[config.mk]
export PLATFORM = sky130hd
export DESIGN_NAME = lbs_top
export DESIGN_NICKNAME = d
export VERILOG_FILES = /design/src/core/lbs_pkg.sv /design/src/core/lbs_top.sv
export SDC_FILE = /design/constraint.sdc
export NUM_CORES = 1
export LEC_CHECK = 0
export BUFFER_PORTS_ARGS = -buffer_cell sky130_fd_sc_hd__buf_2
export CORE_MARGIN = 2
export CORE_UTILIZATION = 58
export CTS_BUF_LIST = sky130_fd_sc_hd__clkbuf_8
export DETAILED_ROUTE_END_ITERATION = 8
export PLACE_DENSITY = 0.82
export RECOVER_POWER = 25
export SETUP_SLACK_MARGIN = 0.2
export SLEW_MARGIN = 40
export SYNTH_ARGS = -nofsm -noshare
export SYNTH_HDL_FRONTEND = slang
export SYNTH_SLANG_ARGS = --single-unit
export TNS_END_PERCENT = 10
[constraint.sdc]
create_clock -name core_clk -period 13 [get_ports core_clk]
set_input_delay 1.3 -clock core_clk [delete_from_list [all_inputs] [get_ports core_clk]]
set_output_delay 1.3 -clock core_clk [all_outputs]
set_load 0.01 [all_outputs]
[src/core/lbs_pkg.sv]
// package of constants for the lcd bias and supply control block
`default_nettype none
package lbs_pkg;
   // bus register byte offsets
   localparam logic [7:0] LBS_CTRL_OFS   = 8'h00;
   localparam logic [7:0] LBS_STATUS_OFS = 8'h04;
   localparam logic [7:0] LBS_MEM_OFS    = 8'h10;
   localparam int         LBS_MEM_WORDS  = 4;
   localparam int         LBS_SEG_PINS   = 32;
   // control field positions
   localparam int CTRL_ON      = 0;
   localparam int CTRL_SON     = 1;
   localparam int CTRL_AUX_OSCILLATOR_OFF  = 2;
   localparam int CTRL_MUX_LO  = 3;
   localparam int CTRL_HALF    = 5;
   localparam int CTRL_EXTSUP  = 6;
   localparam int CTRL_PEN     = 7;
   localparam int CTRL_CPEN    = 8;
   localparam int CTRL_EXTERNAL_BIAS_SELECT    = 9;
   localparam int CTRL_EXTERNAL_LOWEST_LEVEL_SELECT  = 10;
   localparam int CTRL_LVL_LO  = 12;
   localparam int CTRL_REF_LO  = 16;
   localparam int CTRL_PREF_LO = 18;
   localparam logic [31:0] LBS_CTRL_RESET = 32'h0000_0000;
   localparam logic [31:0] LBS_CTRL_MASK  = 32'h000f_f7ff;
   // status field positions
   localparam int ST_SRC_LO   = 0;
   localparam int ST_PUMP_RUN = 2;
   localparam int ST_HOLD     = 3;
   localparam int ST_REF3X    = 4;
   localparam int ST_DIV_ON   = 5;
   localparam int ST_HALF     = 6;
   localparam int ST_RAIL_OUT = 7;
   localparam int ST_RAIL_IN  = 8;
   localparam int ST_V5_EXT   = 9;
   localparam int ST_GEN_ON   = 10;
   localparam int ST_COMS_LO  = 12;
   // peak supply source codes, static mux code and external pump reference code
   localparam logic [1:0] SRC_NONE = 2'h0;
   localparam logic [1:0] SRC_AVCC = 2'h1;
   localparam logic [1:0] SRC_PUMP = 2'h2;
   localparam logic [1:0] SRC_EXT  = 2'h3;
   localparam logic [1:0] MUX_STATIC = 2'h0;
   localparam logic [1:0] PREF_EXT   = 2'h1;
endpackage
`default_nettype wire

[src/core/lbs_top.sv]
// lcd bias and supply control with ahb-lite register slave
`default_nettype none
module lbs_top
   import lbs_pkg::*;
#(
   parameter bit LOWEST_PIN_PRESENT = 1'b1
) (
   // clock and reset
   input  wire logic                  core_clk,
   input  wire logic                  rstn,
   // ahb-lite slave
   input  wire logic                  hsel,
   input  wire logic [7:0]            haddr,
   input  wire logic [1:0]            htrans,
   input  wire logic                  hwrite,
   input  wire logic [2:0]            hsize,
   input  wire logic [31:0]           hwdata,
   input  wire logic                  hready,
   output logic      [31:0]           hrdata,
   output logic                       hreadyout,
   output logic                       hresp,
   // segment enables per memory bit, one per segment and common phase
   output logic      [4*LBS_SEG_PINS-1:0] seg_on,
   output logic      [3:0]            com_enable,
   // supply and bias controls toward the analog section
   output logic      [1:0]            supply_source,
   output logic                       pump_run,
   output logic      [3:0]            pump_level,
   output logic                       pump_ref3x,
   output logic                       bias_div_on,
   output logic                       bias_half,
   output logic                       rail_pin_drive,
   output logic                       lowest_from_pin,
   output logic                       lowest_to_agnd
);
   ////////////////////////////////////////////////////////////////////////
   // reset release through two flops
   logic rst_meta_n;
   logic rst_n;
   always_ff @(posedge core_clk or negedge rstn) begin
      if (!rstn) begin
         rst_meta_n <= 1'b0;
         rst_n      <= 1'b0;
      end else begin
         rst_meta_n <= 1'b1;
         rst_n      <= rst_meta_n;
      end
   end

   ////////////////////////////////////////////////////////////////////////
   // ahb-lite address phase capture
   logic        wr_pend;
   logic        rd_pend;
   logic [7:0]  addr_q;
   logic        take;
   assign take = hsel && hready && htrans[1];
   always_ff @(posedge core_clk or negedge rst_n) begin
      if (!rst_n) begin
         wr_pend <= 1'b0;
         rd_pend <= 1'b0;
         addr_q  <= 8'h00;
      end else begin
         wr_pend <= take && hwrite;
         rd_pend <= take && !hwrite;
         if (take) begin
            addr_q <= haddr;
         end
      end
   end

   // zero wait states, always okay
   always_ff @(posedge core_clk or negedge rst_n) begin
      if (!rst_n) begin
         hreadyout <= 1'b1;
         hresp     <= 1'b0;
      end else begin
         hreadyout <= 1'b1;
         hresp     <= 1'b0;
      end
   end

   ////////////////////////////////////////////////////////////////////////
   // control register
   logic [31:0] ctrl;
   always_ff @(posedge core_clk or negedge rst_n) begin
      if (!rst_n) begin
         ctrl <= LBS_CTRL_RESET;
      end else if (wr_pend && addr_q == LBS_CTRL_OFS) begin
         ctrl <= hwdata & LBS_CTRL_MASK;
      end
   end

   // display memory; unchanged by reset in the real part, cleared here for x safety
   logic [31:0] disp_mem [LBS_MEM_WORDS];
   genvar gi;
   generate
      for (gi = 0; gi < LBS_MEM_WORDS; gi++) begin : g_mem
         always_ff @(posedge core_clk or negedge rst_n) begin
            if (!rst_n) begin
               disp_mem[gi] <= 32'h0000_0000;
            end else if (wr_pend && addr_q == LBS_MEM_OFS + 8'(4 * gi)) begin
               disp_mem[gi] <= hwdata;
            end
         end
      end
   endgenerate

   ////////////////////////////////////////////////////////////////////////
   // field decode
   logic       mod_on;
   logic       seg_vis;
   logic       osc_off;
   logic [1:0] mux_sel;
   logic       half_sel;
   logic       ext_sup;
   logic       pen;
   logic       cpen;
   logic       external_bias_select;
   logic       external_lowest_level_select;
   logic [3:0] lvl;
   logic [1:0] refalt;
   logic [1:0] pref;
   logic       gen_ok;
   assign mod_on   = ctrl[CTRL_ON];
   assign seg_vis  = ctrl[CTRL_SON];
   assign osc_off  = ctrl[CTRL_AUX_OSCILLATOR_OFF];
   assign mux_sel  = ctrl[CTRL_MUX_LO +: 2];
   assign half_sel = ctrl[CTRL_HALF];
   assign ext_sup  = ctrl[CTRL_EXTSUP];
   assign pen      = ctrl[CTRL_PEN];
   assign cpen     = ctrl[CTRL_CPEN];
   assign external_bias_select     = ctrl[CTRL_EXTERNAL_BIAS_SELECT];
   assign external_lowest_level_select   = ctrl[CTRL_EXTERNAL_LOWEST_LEVEL_SELECT];
   assign lvl      = ctrl[CTRL_LVL_LO +: 4];
   assign refalt   = ctrl[CTRL_REF_LO +: 2];
   assign pref     = ctrl[CTRL_PREF_LO +: 2];
   assign gen_ok   = mod_on && !osc_off;

   // supply selection; software keeps the shared-pin restriction
   logic [1:0] next_src;
   logic       next_pump;
   logic       next_hold;
   always_comb begin
      next_src  = SRC_NONE;
      next_pump = 1'b0;
      next_hold = 1'b0;
      if (ext_sup) begin
         next_src = SRC_EXT;
      end else if (!gen_ok) begin
         next_src = SRC_NONE;
      end else if (pen && (lvl != 4'h0 || pref == PREF_EXT)) begin
         next_src  = SRC_PUMP;
         next_hold = !cpen;
         next_pump = cpen;
      end else if (lvl == 4'h0 && refalt == 2'h0) begin
         next_src = SRC_AVCC;
      end
   end

   // per-mode common count
   logic [3:0] next_com;
   always_comb begin
      unique case (mux_sel)
         2'h0: next_com = 4'h1;
         2'h1: next_com = 4'h3;
         2'h2: next_com = 4'h7;
         2'h3: next_com = 4'hf;
      endcase
   end

   ////////////////////////////////////////////////////////////////////////
   // registered analog controls
   always_ff @(posedge core_clk or negedge rst_n) begin
      if (!rst_n) begin
         supply_source   <= SRC_NONE;
         pump_run        <= 1'b0;
         pump_level      <= 4'h0;
         pump_ref3x      <= 1'b0;
         com_enable      <= 4'h0;
      end else begin
         supply_source   <= next_src;
         pump_run        <= next_pump;
         pump_level      <= (pref == PREF_EXT) ? 4'h0 : lvl;
         pump_ref3x      <= next_pump && pref == PREF_EXT;
         com_enable      <= mod_on ? next_com : 4'h0;
      end
   end

   // bias divider and pin roles; collisions with the cap pin are software's concern
   always_ff @(posedge core_clk or negedge rst_n) begin
      if (!rst_n) begin
         bias_div_on     <= 1'b0;
         bias_half       <= 1'b0;
         rail_pin_drive  <= 1'b0;
         lowest_from_pin <= 1'b0;
         lowest_to_agnd  <= 1'b0;
      end else begin
         bias_div_on     <= gen_ok && !external_bias_select && mux_sel != MUX_STATIC;
         bias_half       <= half_sel && mux_sel != MUX_STATIC;
         rail_pin_drive  <= external_bias_select && !ext_sup && mod_on;
         lowest_from_pin <= external_lowest_level_select && LOWEST_PIN_PRESENT;
         lowest_to_agnd  <= !LOWEST_PIN_PRESENT;
      end
   end

   ////////////////////////////////////////////////////////////////////////
   // segment gating: phase p of pin s uses memory bit 4*s+p
   generate
      for (gi = 0; gi < 4 * LBS_SEG_PINS; gi++) begin : g_seg
         always_ff @(posedge core_clk or negedge rst_n) begin
            if (!rst_n) begin
               seg_on[gi] <= 1'b0;
            end else begin
               seg_on[gi] <= disp_mem[gi / 32][gi % 32] && seg_vis
                             && next_com[gi % 4] && mod_on;
            end
         end
      end
   endgenerate

   ////////////////////////////////////////////////////////////////////////
   // read data
   logic [31:0] status;
   // rail input flag reads the pin role: external divider fed from the external supply
   assign status = {16'h0, next_com, 1'b0, gen_ok, lowest_from_pin, external_bias_select && ext_sup,
                    rail_pin_drive, bias_half, bias_div_on, pump_ref3x,
                    next_hold, pump_run, supply_source};
   logic [31:0] next_rdata;
   always_comb begin
      next_rdata = 32'h0000_0000;
      if (take && !hwrite) begin
         if (haddr == LBS_CTRL_OFS) begin
            next_rdata = ctrl;
         end else if (haddr == LBS_STATUS_OFS) begin
            next_rdata = status;
         end else if (haddr >= LBS_MEM_OFS && haddr < LBS_MEM_OFS + 8'h10) begin
            next_rdata = disp_mem[haddr[3:2]];
         end
      end
   end
   always_ff @(posedge core_clk or negedge rst_n) begin
      if (!rst_n) begin
         hrdata <= 32'h0000_0000;
      end else if (take) begin
         hrdata <= next_rdata;
      end
   end
endmodule
`default_nettype wire

Word level (Yosys, flattened, before mapping)
Cells that the tools add are included.
Storage, ports and cells
  bits of input ports: 50
  output and inout bits: 179
  flip-flop bits (word level): 334
Operators by class
  equality and inequality tests: 9
  reductions and logical operators: 417
  $lt $le $gt $ge: 3
  mux-type cells: 20
  bitwise gates (word level): 1
Operators by type and width (count)
  $logic_and 1x1->1: 404
  $mux 32: 6
  $bmux 32 s2: 1
  $eq 8x5->1 const B: 4
  $logic_not 8->1: 2
  $pmux 4 s4: 1
  $eq 8x3->1 const B: 1
  $ge 8x5->1 const B: 1
  $lt 8x6->1 const B: 1
  $mux 4: 2
  $mux 1: 7
  $mux 2: 3
  $logic_not 1->1: 5
  $eq 2x1->1 const B: 2
  $eq 2x2->1 const B: 2
  $logic_not 2->1: 2
  $logic_not 4->1: 1
  $reduce_bool 4->1: 1
  $ge 3x3->1 const B: 1
  $not 2->3: 1
  $reduce_bool 2->1: 1
  $logic_or 1x1->1: 1

Longest topological paths before layout
  word-level depth: 9
  mapped depth: 7
  gate-level depth less buffers: 4

Worst setup path after synthesis
Ideal clock, no wire load.
  path kind: input -> register
  start point: in haddr[2]
  end point: reg hrdata[14]
  slack: 10.369 ns
  arrival: 2.504 ns
  stages on the path: 5
  data required time: 12.872 ns
  library setup time: 0.128 ns
  path buffers: 2
  cells stage by stage: buf_4 buf_2 mux4_2 a21oi_1 o21ai_0
On the way
  longest elaborated chain between the ends: 8
  elaborated cells between the ends (all ways): 13
  those cells by class: order compare: 2; eq/ne: 1; mux: 7; bitwise: 1; reduce/logical: 2
Ends and longest elaborated chain
  start: declaration: RTL line lbs_top.sv:13  | input wire logic [7:0] haddr,
  parallel branches: the longest is 6 deep, another holds $ge 8x5->1
  $mux 32 (*): RTL line lbs_top.sv:232  | if (haddr == LBS_CTRL_OFS) begin
  $mux 32 (*): RTL line lbs_top.sv:231  | if (take && !hwrite) begin
  end signal: assignment: RTL line lbs_top.sv:245  | hrdata <= next_rdata;
  end: declaration: RTL line lbs_top.sv:19  | output logic [31:0] hrdata,
Mark *: on every way between the ends. The select of a mux whose other input is x is not followed.
A chain may end at the register's enable or synchronous reset.

==> results.md <==
- The share of final-layout standard cells stronger than drive strength 1 is 0.415.
- In the routed design, unresolved DRC markers number 0.
- Across the VDD grid, the largest voltage drop is 94.4 uV.
- In the final routed layout, each cell accounts on average for about 21 um.
- After clock tree synthesis, the flow added hold-fix buffers numbering 0.
- The path with the worst hold slack has its endpoint at rst_n.
- For this design, the sink count on the clock tree is between 300 and 400.
- In this run the most used layer during global routing was met2.
- The number of enable flip-flop cells after synthesis is 0.
- The leakage power figure is ~8.4 nW.
- Along the worst hold path, the cell count comes to 0.
- The number of CTS-inserted buffers is between 50 and 60.
- In this run the count of I/O pins placed on the die edge is roughly 230.
- The estimated wirelength of the detail-placed design is between 15,000 and 20,000 um.
- The most instantiated flip-flop cell in the synthesis netlist is dfrtp_1.
- The number of pins exceeding their max-slew limit in the final report is roughly 120.
- The net count reported at finish is between 1,000 and 1,500.
- The first detailed-routing pass ran for 5 iterations.
- The global route total overflow is 0.
- Synthesis instantiated 42 different standard cells from the library.
- The row count is 55.
- The count of endpoints failing hold in the final timing report is 0.
- The worst hold margin is approximately 0.36 ns.
- In this run the worst hold path is classified as register to register.
- The number of setup violations in the final report is 0.
- The worst register-to-register path begins at rst_n.
- The register-to-register setup slack is around 10 ns.
- The checks that failed: capacitance limit, slew limit.
- The clock latency reported for the late side of the worst-skew pair is 0.55 ns.
- The library cells used most frequently in the layout, excluding fill and tap cells, are 334 x dfrtp_1, 219 x buf_2, 90 x mux2_4.
- The die covers 0.0240 mm^2.
- Setup repair after global routing left no endpoint under its margin.
- Yosys printed 0 warnings.
- Post-CTS timing repair inserted 0 buffers for setup.
- The time the final worst path needs with I/O delays and setup is about 2.9 ns.
- The number of placed instances, taps included, is between 1,000 and 1,500.
- The flow ran to the end, but the final reports show violations.
- Clock skew on the completed layout was measured at between 0.015 and 0.02 ns.
- The required time at the endpoint of the critical path is 13.67 ns.
- Synthesis produced a netlist whose cell count is about 900.
- The post-layout instance area is 0.0155 mm^2.
- The total of buffers placed on input and output ports is 221.
- In this run the critical register-to-register path is captured at seg_on[82].
- Once layout is complete, the utilization of the core stands at 0.690.
- The most common cell after layout, fill and taps aside is dfrtp_1.
- The hold path startpoint is rst_meta_n.
- In the finished design, the share of the clock period the worst path needs comes to 0.224.
- The number of H-tree branching levels is 2.
- The register clock-pin slew on the reported worst setup and hold paths is approximately 0.060 ns.
- The sequential element share of the synthesized area is 0.632.
- The first-pass GRT wire length is about 47,000 um.
- Measured along the y axis, the die boundary spans between 150 and 200 um.
- The maximum clock frequency is about 0.34 GHz.
- The power per standard cell area is ~150 mW/mm^2.
- The area growth from synthesis to layout is 17.3%.
- The total wire length after detailed routing is slightly above 30,000 um.
- Data arrives at the worst endpoint at ~3.6 ns.
- The routing usage on met1 is 0.359.
- The buffer depth of the longest clock path is 3.
- The horizontal die dimension is 155 um.
- For this block, the initial DRC count from the detailed router was roughly 530.
- The pin count of the biggest net entering global routing is ~110.
- For the pin with the worst max-slew slack, the measured transition is 2.16 ns.
- In the synthesized netlist the async set-or-reset flop fraction comes to 1.00.
- The weighted congestion reported at the end of routability-driven placement is 0.877.
- In this run the mean area of a mapped cell was 15.1 um^2.
- The peak fanout along the critical path is 107.
- After detailed placement, the total cell area comes to 0.0146 mm^2.
- The worst max-slew margin expressed relative to the limit is -0.439.
- The number of antenna violations at the first check in global routing came to 2.
- The final setup TNS is 0 ns.
- After detailed routing, the number of vias per cell comes to around 5.6.
- The number of register bits inferred by synthesis is between 300 and 400.
- The critical path is of the register to async pin type.
- The endpoint kind of the worst setup timing path is an async pin.
- The final cell count without fillers is between 1,000 and 1,500.
- The count of nets left with antenna violations once routing finished came out at 0.
- For met3 alone, demand over resource in global routing was 0.0524.
- For the worst flop-to-flop path, the logic depth is 3.
- For met2 alone, demand over resource in global routing was 0.409.
- The number of maximum-capacitance violations is 2.
- The initial core utilization is 0.588.
- The cell at the root of the clock tree is clkbuf_8.
- The critical path startpoint category is a register.
- TritonCTS built the clock tree.
- The floorplan step defined a core boundary enclosing roughly 0.023 mm^2.
- The count of vias placed by the detailed router is 8,047.
- The post-synthesis instance area is roughly 0.013 mm^2.
- The via count of the first global-routing pass is between 8,000 and 9,000.
- The combined global-route utilization of all metal layers is 0.256.
- After clock tree synthesis, the repair step resized 0 gates.
## how the worst max path moves through the flow
stage	from	end	slack (ns)	depth (start not counted)
2_1_floorplan	rst_n	addr_q[0]	3.00	0
3_3_place_gp	haddr[3]	hrdata[19]	9.69	6
3_5_place_dp	haddr[3]	hrdata[19]	9.66	6
4_1_cts	haddr[3]	hrdata[19]	10.22	6
5_1_grt	rst_n	seg_on[50]	9.55	3
6_report	rst_n	seg_on[82]	10.08	3
## synth_stat cells (all sizes together), types with 2 or more instances
master | n | area (um^2)
clkbuf | 30 | 113
nor2b | 3 | 18.8
dfrtp | 334 | 8360
nor2 | 5 | 21.3
buf | 28 | 225
nand2 | 43 | 164
o21a | 9 | 67.6
conb | 2 | 7.51
and3 | 73 | 457
o22ai | 8 | 50.1
a2111oi | 2 | 17.5
o21ai | 25 | 125
inv | 5 | 18.8
mux2i | 10 | 100
a21oi | 15 | 75.1
mux2 | 147 | 1990
a221o | 4 | 40.0
nand3 | 3 | 27.5
nand2b | 3 | 18.8
nor4 | 4 | 31.3
mux4 | 27 | 608
and2 | 72 | 450
nand3b | 2 | 40.0
a22o | 13 | 114
nand4b | 2 | 17.5
nor3 | 3 | 15.0
## cells by family after synthesis
logic type | Yosys count | synth area share
simple gates | 215 | 0.0965
mux | 184 | 0.204
flops | 334 | 0.632
buf+inv | 63 | 0.0269
other cells | 2 | 0.000568
compound gates | 81 | 0.0402
## worst max-delay path, cell delays in order, from the launching register on
cell,delay (ns)
dfrtp_1,1.79
clkbuf_1,0.27
buf_16,0.42
buf_16,0.41
## per-layer routing
layer  part of all wire  wire [um]  vias to the layer above
li1                   -          -                     3576
met1               0.43      13000                     4137
met2               0.49      14700                      280
met3              0.062       1880                       54
met4              0.020        607                        0
met5                  0          0                        -
## flip-flops by register name (all words and copies together), names as in the netlist, 2 cells and up
register	count
hrdata	32
com_enable	4
disp_mem	128
seg_on	128
supply_source	2
ctrl	19
pump_level	4
addr_q	8
## report_power, final
part | leakage, nW | switching (mW) | total (mW) | internal (mW)
clock network | 0.585 | 0.380 | 0.802 | 0.422
registers | 4.24 | 0.0719 | 1.21 | 1.14
logic | 3.54 | 0.149 | 0.281 | 0.132
total | 8.37 | 0.601 | 2.29 | 1.69
## through the flow
stage | setup WS [ns] | power (mW)
after floorplan | 3.00 | 1.38
after global placement | 9.69 | 1.50
after detailed placement | 9.66 | 1.51
after CTS | 10.22 | 2.31
after global routing | 9.55 | 2.39
final | 10.08 | 2.29
## final cells by class
type / count / area (um^2)
flip-flops and latches: 334 / 8360
fillers: 1585 / 6990
multi-input cells: 484 / 4550
repair buffers: 236 / 1270
clock buffers: 61 / 840
well taps: 285 / 357
clock inverters: 29 / 116
inverters: 5 / 18.8
diodes: 2 / 5.00
(Power assumes the default switching activity.)
